==> src/rtl/wsm_cfg.svh <==
// Constants of the watch set-mode sequencer
`ifndef WSM_CFG_SVH
`define WSM_CFG_SVH
`define WSM_CLK_HZ        10000000
`define WSM_HALF_SEC_MS   500
`define WSM_PRESS_COUNT   3'h5
`define WSM_GAP_HT        4'h4
`define WSM_TIMEOUT_HT    4'hC
`define WSM_IDLE_MAX      4'hF
`define WSM_SEC_MAX       6'h3B
`define WSM_MIN_MAX       6'h3B
`define WSM_HOUR_MAX      6'h17
`define WSM_DAY_MAX       6'h06
`define WSM_MONTH_MAX     6'h0C
`define WSM_LEAP_MAX      6'h04
`define WSM_FEB_DAYS      6'h1C
`define WSM_FEB_LEAP_DAYS 6'h1D
`define WSM_RST_SEC       6'h00
`define WSM_RST_MIN       6'h00
`define WSM_RST_HOUR      5'h00
`define WSM_RST_DATE      5'h01
`define WSM_RST_DAY       3'h0
`define WSM_RST_MONTH     4'h1
`define WSM_RST_LEAP      3'h1
`endif

==> src/rtl/wsm_pkg.sv <==
// Types of the watch set-mode sequencer
package wsm_pkg;
  typedef enum logic [2:0] {
    ST_TIME, ST_ENTRY, ST_MONTH, ST_DATE, ST_DAY, ST_HOUR, ST_MIN
  } wsm_state_t;
  typedef struct packed {
    wsm_state_t mode;
    logic       show_cal;
    logic [4:0] hour;
    logic [5:0] min;
    logic [5:0] sec;
    logic [4:0] date;
    logic [2:0] day;
    logic [3:0] month;
    logic [2:0] leap;
    logic       am_ind;
    logic       pm_ind;
    logic       hr_ind;
    logic       blank_hour;
    logic       blank_date;
    logic       blank_month;
    logic       colon_on;
  } wsm_disp_t;
endpackage

==> src/rtl/wsm_top.sv <==
// Watch time keeping and single-button set-mode sequencer
`timescale 1ns/1ps
`default_nettype none
`include "wsm_cfg.svh"
module wsm_top #(
  parameter int HALF_SEC_CYCLES = `WSM_CLK_HZ / 1000 * `WSM_HALF_SEC_MS
) (
  input  wire logic         clk,
  input  wire logic         rst_b,
  input  wire logic         push_button_input,
  input  wire logic         hour_format_select,
  output wsm_pkg::wsm_disp_t disp_ff
);
  // ----------------------------------------------------------------
  // Helpers
  // ----------------------------------------------------------------
  function automatic logic [5:0] wrap_inc(input logic [5:0] v, input logic [5:0] lo,
                                          input logic [5:0] hi);
    wrap_inc = (v >= hi) ? lo : v + 6'h01;
  endfunction
  function automatic logic [5:0] month_days(input logic [3:0] m, input logic [2:0] y);
    case (m)
      4'h2:                      month_days = (y == 3'h4) ? `WSM_FEB_LEAP_DAYS : `WSM_FEB_DAYS;
      4'h4, 4'h6, 4'h9, 4'hB:    month_days = 6'h1E;
      default:                   month_days = 6'h1F;
    endcase
  endfunction
  function automatic wsm_pkg::wsm_state_t set_next(input wsm_pkg::wsm_state_t s);
    case (s)
      wsm_pkg::ST_MONTH: set_next = wsm_pkg::ST_DATE;
      wsm_pkg::ST_DATE:  set_next = wsm_pkg::ST_DAY;
      wsm_pkg::ST_DAY:   set_next = wsm_pkg::ST_HOUR;
      wsm_pkg::ST_HOUR:  set_next = wsm_pkg::ST_MIN;
      default:           set_next = wsm_pkg::ST_TIME;
    endcase
  endfunction

  wsm_pkg::wsm_state_t state_ff;
  logic [22:0] div_ff;
  logic        phase_ff;
  logic        btn_s1_ff;
  logic        btn_s2_ff;
  logic        btn_prev_ff;
  logic        fmt_s1_ff;
  logic        fmt_s2_ff;
  logic [3:0]  idle_ff;
  logic [2:0]  cnt_ff;
  logic [1:0]  hold_ff;
  logic        armed_ff;
  logic        sec_hold_ff;
  logic        cal_ff;
  logic [5:0]  sec_ff;
  logic [5:0]  min_ff;
  logic [4:0]  hour_ff;
  logic [4:0]  date_ff;
  logic [2:0]  day_ff;
  logic [3:0]  month_ff;
  logic [2:0]  leap_ff;

  // ----------------------------------------------------------------
  // Time base and button
  // ----------------------------------------------------------------
  logic half_tick;
  logic sec_tick;
  logic press;
  logic rel;
  logic in_set;
  logic timeout;
  logic sync_press;
  logic enter_hit;
  logic auto_inc;
  logic inc_set;
  logic [5:0] dim;
  assign half_tick  = (div_ff == 23'(HALF_SEC_CYCLES - 1));
  assign sec_tick   = half_tick & phase_ff;
  assign press      = btn_s2_ff & ~btn_prev_ff;
  assign rel        = ~btn_s2_ff & btn_prev_ff;
  assign in_set     = (state_ff >= wsm_pkg::ST_MONTH);
  assign timeout    = in_set & half_tick & ~btn_s2_ff &
                      (idle_ff == `WSM_TIMEOUT_HT - 4'h1);
  assign sync_press = (state_ff == wsm_pkg::ST_TIME) & press & armed_ff;
  assign enter_hit  = (state_ff == wsm_pkg::ST_TIME) & press & ~armed_ff &
                      (idle_ff < `WSM_GAP_HT) &
                      (cnt_ff == `WSM_PRESS_COUNT - 3'h1);
  // Roll starts on the third tick of a hold, so a short tap never rolls; then 1 Hz
  assign auto_inc   = in_set & btn_s2_ff & ~press & half_tick &
                      (hold_ff == 2'h2);
  assign inc_set    = in_set & (press | auto_inc);
  assign dim        = month_days(month_ff, leap_ff);

  always_ff @(posedge clk or negedge rst_b)
    if (!rst_b)
    begin
      div_ff   <= 23'h000000;
      phase_ff <= 1'b0;
    end
    else
    begin
      div_ff   <= half_tick ? 23'h000000 : div_ff + 23'h000001;
      phase_ff <= phase_ff ^ half_tick;
    end

  // Pins pass two flops before any logic looks at them
  always_ff @(posedge clk or negedge rst_b)
    if (!rst_b)
    begin
      btn_s1_ff   <= 1'b0;
      btn_s2_ff   <= 1'b0;
      btn_prev_ff <= 1'b0;
      fmt_s1_ff   <= 1'b0;
      fmt_s2_ff   <= 1'b0;
    end
    else
    begin
      btn_s1_ff   <= push_button_input;
      btn_s2_ff   <= btn_s1_ff;
      btn_prev_ff <= btn_s2_ff;
      fmt_s1_ff   <= hour_format_select;
      fmt_s2_ff   <= fmt_s1_ff;
    end

  // Half seconds since last release or timeout; held button keeps it at zero
  always_ff @(posedge clk or negedge rst_b)
    if (!rst_b)
      idle_ff <= `WSM_IDLE_MAX;
    else if (btn_s2_ff || timeout)
      idle_ff <= 4'h0;
    else if (half_tick && idle_ff != `WSM_IDLE_MAX)
      idle_ff <= idle_ff + 4'h1;

  always_ff @(posedge clk or negedge rst_b)
    if (!rst_b)
      hold_ff <= 2'h0;
    else if (press || !btn_s2_ff)
      hold_ff <= 2'h0;
    else if (half_tick)
      hold_ff <= (hold_ff == 2'h2) ? 2'h1 : hold_ff + 2'h1;

  always_ff @(posedge clk or negedge rst_b)
    if (!rst_b)
      cnt_ff <= 3'h0;
    else if (state_ff != wsm_pkg::ST_TIME || enter_hit)
      cnt_ff <= 3'h0;
    else if (press && !armed_ff)
      cnt_ff <= (idle_ff >= `WSM_GAP_HT) ? 3'h1 : cnt_ff + 3'h1;

  // ----------------------------------------------------------------
  // Mode sequence
  // ----------------------------------------------------------------
  always_ff @(posedge clk or negedge rst_b)
    if (!rst_b)
      state_ff <= wsm_pkg::ST_TIME;
    else
      case (state_ff)
        wsm_pkg::ST_TIME:
          if (enter_hit)
            state_ff <= wsm_pkg::ST_ENTRY;
        wsm_pkg::ST_ENTRY:
          if (rel)
            state_ff <= wsm_pkg::ST_MONTH;
        default:
          if (timeout)
            state_ff <= set_next(state_ff);
      endcase

  always_ff @(posedge clk or negedge rst_b)
    if (!rst_b)
      armed_ff <= 1'b0;
    else if (state_ff == wsm_pkg::ST_MIN && inc_set)
      armed_ff <= 1'b1;
    else if (sync_press)
      armed_ff <= 1'b0;

  // Set wins over the release clear
  always_ff @(posedge clk or negedge rst_b)
    if (!rst_b)
      sec_hold_ff <= 1'b0;
    else if (sync_press)
      sec_hold_ff <= 1'b1;
    else if (rel)
      sec_hold_ff <= 1'b0;

  always_ff @(posedge clk or negedge rst_b)
    if (!rst_b)
      cal_ff <= 1'b0;
    else if (state_ff != wsm_pkg::ST_TIME || sync_press)
      cal_ff <= 1'b0;
    else if (press)
      cal_ff <= 1'b1;
    else if (!btn_s2_ff && idle_ff >= `WSM_GAP_HT)
      cal_ff <= 1'b0;

  // ----------------------------------------------------------------
  // Counters
  // ----------------------------------------------------------------
  // A set step pre-empts a tick landing in the same cycle; it costs one second at most
  always_ff @(posedge clk or negedge rst_b)
    if (!rst_b)
    begin
      sec_ff   <= `WSM_RST_SEC;
      min_ff   <= `WSM_RST_MIN;
      hour_ff  <= `WSM_RST_HOUR;
      date_ff  <= `WSM_RST_DATE;
      day_ff   <= `WSM_RST_DAY;
      month_ff <= `WSM_RST_MONTH;
      leap_ff  <= `WSM_RST_LEAP;
    end
    else if (inc_set)
      case (state_ff)
        wsm_pkg::ST_MONTH:
        begin
          month_ff <= 4'(wrap_inc({2'h0, month_ff}, 6'h01, `WSM_MONTH_MAX));
          if (month_ff == 4'(`WSM_MONTH_MAX))
            leap_ff <= 3'(wrap_inc({3'h0, leap_ff}, 6'h01, `WSM_LEAP_MAX));
        end
        wsm_pkg::ST_DATE:
          date_ff <= 5'(wrap_inc({1'h0, date_ff}, 6'h01, dim));
        wsm_pkg::ST_DAY:
          day_ff  <= 3'(wrap_inc({3'h0, day_ff}, 6'h00, `WSM_DAY_MAX));
        wsm_pkg::ST_HOUR:
          hour_ff <= 5'(wrap_inc({1'h0, hour_ff}, 6'h00, `WSM_HOUR_MAX));
        default:
          min_ff  <= wrap_inc(min_ff, 6'h00, `WSM_MIN_MAX);
      endcase
    else if (sync_press || sec_hold_ff)
      sec_ff <= 6'h00;
    else if (sec_tick)
    begin
      sec_ff <= wrap_inc(sec_ff, 6'h00, `WSM_SEC_MAX);
      if (sec_ff == `WSM_SEC_MAX)
      begin
        min_ff <= wrap_inc(min_ff, 6'h00, `WSM_MIN_MAX);
        if (min_ff == `WSM_MIN_MAX)
        begin
          hour_ff <= 5'(wrap_inc({1'h0, hour_ff}, 6'h00, `WSM_HOUR_MAX));
          if (hour_ff == 5'(`WSM_HOUR_MAX))
          begin
            day_ff  <= 3'(wrap_inc({3'h0, day_ff}, 6'h00, `WSM_DAY_MAX));
            date_ff <= 5'(wrap_inc({1'h0, date_ff}, 6'h01, dim));
            if ({1'h0, date_ff} >= dim)
            begin
              month_ff <= 4'(wrap_inc({2'h0, month_ff}, 6'h01, `WSM_MONTH_MAX));
              if (month_ff == 4'(`WSM_MONTH_MAX))
                leap_ff <= 3'(wrap_inc({3'h0, leap_ff}, 6'h01, `WSM_LEAP_MAX));
            end
          end
        end
      end
    end

  // ----------------------------------------------------------------
  // Display
  // ----------------------------------------------------------------
  logic [4:0] hour_shown;
  assign hour_shown = !fmt_s2_ff ? hour_ff :
                      (hour_ff == 5'h00) ? 5'h0C :
                      (hour_ff > 5'h0C) ? hour_ff - 5'h0C : hour_ff;

  always_ff @(posedge clk or negedge rst_b)
    if (!rst_b)
      disp_ff <= '0;
    else
    begin
      disp_ff.mode        <= state_ff;
      disp_ff.show_cal    <= cal_ff;
      disp_ff.hour        <= hour_shown;
      disp_ff.min         <= min_ff;
      disp_ff.sec         <= sec_ff;
      disp_ff.date        <= date_ff;
      disp_ff.day         <= day_ff;
      disp_ff.month       <= month_ff;
      disp_ff.leap        <= leap_ff;
      disp_ff.am_ind      <= fmt_s2_ff & (hour_ff < 5'h0C);
      disp_ff.pm_ind      <= fmt_s2_ff & (hour_ff >= 5'h0C);
      disp_ff.hr_ind      <= ~fmt_s2_ff;
      disp_ff.blank_hour  <= hour_shown < 5'h0A;
      disp_ff.blank_date  <= date_ff < 5'h0A;
      disp_ff.blank_month <= month_ff < 4'hA;
      disp_ff.colon_on    <= (state_ff == wsm_pkg::ST_TIME) | phase_ff;
    end
endmodule
`default_nettype wire

==> config.mk <==
export PLATFORM = sky130hd
export DESIGN_NAME = wsm_top
export DESIGN_NICKNAME = d
export VERILOG_FILES = /design/src/rtl/wsm_pkg.sv /design/src/rtl/wsm_top.sv
export VERILOG_INCLUDE_DIRS = /design/src /design/src/rtl
export SDC_FILE = /design/constraint.sdc
export NUM_CORES = 1
export LEC_CHECK = 0
export ABC_AREA = 1
export BUFFER_PORTS_ARGS = -buffer_cell sky130_fd_sc_hd__buf_2
export CAP_MARGIN = 20
export CORE_MARGIN = 4
export CORE_UTILIZATION = 55
export DETAILED_ROUTE_END_ITERATION = 10
export PLACE_DENSITY = 0.82
export SETUP_SLACK_MARGIN = 0.4
export SYNTH_ARGS = -nofsm -noshare
export SYNTH_HDL_FRONTEND = slang
export SYNTH_SLANG_ARGS = --single-unit
==> constraint.sdc <==
create_clock -name clk -period 4.3 [get_ports clk]
set_clock_uncertainty 0.15 [all_clocks]
set_input_delay 1.29 -clock clk [delete_from_list [all_inputs] [get_ports clk]]
set_output_delay 1.29 -clock clk [all_outputs]
set_load 0.05 [all_outputs]
==> results.sh <==
export IMPL_synth_cell_types=41
export IMPL_antenna_found_initial=0
export IMPL_grt_pass1_vias=4370
export IMPL_post_cts_resized=0
export IMPL_initial_core_util_pct=57.41
export IMPL_grt_ovfl_total=0
export IMPL_drtIter0Drc=251
export IMPL_crit_path_start_kind="flip-flop"
export IMPL_ios=47
export IMPL_pwr_share_clk_pct=41.8
export IMPL_pwr_share_comb_pct=20.0
export IMPL_first_pass_iters=5
export IMPL_p_seq_share_pct=38.2
export IMPL_cp_cell_sequence="ha_1 -> nand2_2 -> nor2_4 -> nand2_1 -> nor2_2 -> nand2_1 -> inv_1 -> ha_1 -> inv_1 -> nor2_1 -> nand3_2 -> nand2_4 -> nand2_1 -> nand2_1 -> o21ai_0"
export IMPL_grt_pass1_wl_um=19620
export IMPL_io_buffers=46
export IMPL_p_sw_mw=1.092
export IMPL_dpl_hpwl_um=8145
export IMPL_cap_violations=0
export IMPL_endpoint_kind="flip-flop"
export IMPL_fp_dieW_um=109.7
export IMPL_hold_path_class="flip-flop to flip-flop"
export IMPL_p_per_area_mw_per_mm2=526.5
export IMPL_layout_drive_gt1_share_pct=17.66
export IMPL_grt_max_degree=68
export IMPL_path_clk_slew_ns=0.05
export IMPL_final_min_clock_period_ns=3.110
export IMPL_ys_warn_count=0
export IMPL_syn_instance_count=645
export IMPL_cts_root_buf="clkbuf_8"
export IMPL_synth_avg_cell_area_um2=8.820
export IMPL_ys_seq_area_share_pct=52.50
export IMPL_fin_nets=733
export IMPL_cts_setup_buffers=0
export IMPL_htreeDepth=4
export IMPL_synth_nets=672
export IMPL_gp_congestion=0.9027
export IMPL_hold_viol_final=0
export IMPL_p_sw_share_pct=30.97
export IMPL_internal_power_mw=2.434
export IMPL_drc_errors=0
export IMPL_tightest_slew_ns=0.6619
export IMPL_via_per_inst=5.230
export IMPL_fin_setup_tns_ns=0
export IMPL_setup_viol=0
export IMPL_clk_latency_ns=0.52
export IMPL_grtUsageTotal_pct=21.18
export IMPL_crit_buf_inv=2
export IMPL_clock_sinks=119
export IMPL_drtAntennaViolNets=0
export IMPL_wire_per_inst_um=13.59
export IMPL_placed_area_mm2=0.006073
export IMPL_crit_type="flip-flop to flip-flop"
export IMPL_cp_required_ns=4.54
export IMPL_dieArea_mm2=0.01204
export IMPL_fin_ws_ns=1.190
export IMPL_cts_buffer_depth=2
export IMPL_critPathTopFamily="simple AND/OR/NAND/NOR gates"
export IMPL_vias=4456
export IMPL_wl_um=11580
export IMPL_cp_max_fo=13
export IMPL_numCtsBuffers=17
export IMPL_worst_path_most_repeated_cell="nand2_1"
export IMPL_rows=36
export IMPL_rsz0062_at_grt="no"
export IMPL_netlist_area_mm2=0.005689
export IMPL_status="completed"
export IMPL_worstPathArrival_ns=3.35
export IMPL_syn2layout_area_growth_pct=17.70
export IMPL_design_area_mm2=0.006696
export IMPL_slew_viol_final=0
export IMPL_maxClockFrequency_mhz=321.6
export IMPL_final_cells=852
export IMPL_cts_hold_buf=0
export IMPL_cpMaxStageDelayCell="dfrtp_1"
export IMPL_period_share_pct=72.32
export IMPL_relSlewSlack_pct=55.87
export IMPL_placed_cells=820
export IMPL_die_h_um=109.7
export IMPL_totalPowerFinal_mw=3.525
export IMPL_ir_worst_vdd_uv=359.0
export IMPL_leakage_nw=3.436
export IMPL_ys_ff_latch=119
export IMPL_cts_tree="built"
export IMPL_crit_path_max_incr_delay_ns=0.39
export IMPL_diodes=0
export IMPL_pre_cts_ws_ns=1.251
export IMPL_core_mm2=0.009910
-- routing by layer --
layer | share of wire, % | vias up | global-route usage, %
met1 | 44 | 2117 | 27.18
met5 | 0 | - | 0
met4 | 1.7 | 0 | 9.083
met3 | 5.5 | 23 | 6.224
li1 | - | 2201 | -
met2 | 49 | 115 | 33.57
-- power groups by stage --
stage          clock network (mW)  logic, mW  registers (mW)
2_1_floorplan                   0      0.353            1.52
3_3_place_gp                    0      0.671            1.36
3_5_place_dp                    0      0.697            1.36
4_1_cts                      1.50      0.706            1.35
5_1_grt                      1.56      0.779            1.36
6_report                     1.47      0.704            1.35
-- through the flow --
step,hold WS (ns),util [%]
6_report,0.2086,67.58
5_1_grt,0.2163,67.58
4_1_cts,0.2162,67.58
3_5_place_dp,0.1896,61.29
3_3_place_gp,0.1900,61.29
2_1_floorplan,0.1812,-
-- worst register-to-register path: stages (launching register included) --
cell	delay, ns
dfrtp_1	0.39
ha_1	0.21
nand2_2	0.08
nor2_4	0.13
nand2_1	0.09
nor2_2	0.14
nand2_1	0.33
inv_1	0.31
ha_1	0.28
inv_1	0.06
nor2_1	0.17
nand3_2	0.11
nand2_4	0.19
nand2_1	0.17
nand2_1	0.09
o21ai_0	0.09
-- flip-flops by register name (all words and copies together), names as in the netlist, 4 cells and up --
signal and cells:
div_ff 23, idle_ff 4, month_ff 4, min_ff 6, date_ff 5, hour_ff 5, sec_ff 6, disp_ff 43
-- cells in the final DEF (no fill, tap or decap), types with 5 or more instances in the layout --
cell type / netlist / layout
xor2_1: 10 / 10
nand4_1: 14 / 14
nor4_1: 5 / 5
o21ai_2: 9 / 9
nor3_1: 12 / 12
nand2_1: 132 / 132
dfstp_2: 7 / 7
or2_2: 9 / 9
ha_1: 23 / 23
nand3_1: 34 / 34
inv_1: 97 / 97
o21ai_1: 10 / 10
dfrtp_1: 112 / 112
o21ai_0: 28 / 28
nor2_1: 68 / 68
buf_2: 1 / 45
nand3b_1: 5 / 5
clkbuf_8: 0 / 5
nand2_2: 12 / 12
clkbuf_16: 0 / 16
a21oi_1: 20 / 20
-- cells by family after synthesis --
logic type                 share of synthesized area [%]
and+or+nand+nor                                    24.79
xor gates and xnor gates                           1.847
AOI/OAI and AO/OA                                  8.731
buffers and inverters                              7.081
DFF                                                52.50
adders and majority gates                          5.058
-- synth_stat cells --
cell,instances,area [um2]
nand2_8,1,20.02
nand3b_1,5,37.54
clkbuf_1,2,7.510
dfstp_2,7,183.9
o21ai_2,9,78.83
ha_1,23,287.8
a31oi_1,1,6.260
nand3_1,34,170.2
xnor2_1,2,17.52
nor2_2,2,12.51
a21oi_1,20,100.1
o2bb2ai_1,1,8.760
a211oi_1,4,30.03
o21a_1,2,15.01
nor3_1,12,60.06
dfrtp_1,112,2803
nand3_2,3,30.03
o221ai_1,1,8.760
o21ai_1,10,50.05
nor2_1,68,255.2
o31ai_1,1,7.510
buf_6,2,22.52
nand4_1,14,87.58
nand2_2,12,75.07
nand2_1,132,495.5
nand2_4,3,33.78
inv_2,1,3.750
xor2_1,10,87.58
o21bai_1,1,7.510
o21ai_4,1,16.27
nor4_1,5,31.28
nor3b_1,1,7.510
or2_2,9,56.30
and3_1,1,6.260
o21ai_0,28,140.1
o211ai_1,2,15.01
buf_2,1,5.000
inv_1,97,364.1
nor2_4,2,22.52
o22ai_1,2,12.51
or2_4,1,8.760
-- cell type report --
class / count / area, um2
inverter: 98 / 367.9
multi-input combinational: 423 / 2300
sequential: 119 / 2987
clock buffer: 24 / 480.5
clock inverter: 8 / 142.6
tap: 133 / 166.4
timing repair buffer: 47 / 252.7
fill: 755 / 3213
-- path summary, 6_finish.rpt --
path,to,cells past startpoint,slack [ns],from
worst max-delay path,day_ff[1],15,1.19,div_ff[0]
worst min-delay path,fmt_s2_ff,0,0.21,fmt_s1_ff
worst max register to register,day_ff[1],15,1.19,div_ff[0]
worst min register to register,fmt_s2_ff,0,0.21,fmt_s1_ff
max in group asynchronous,month_ff[0],2,2.52,rst_b
min in group asynchronous,div_ff[10],1,0.66,rst_b
Power figures use the tool's default switching activity.
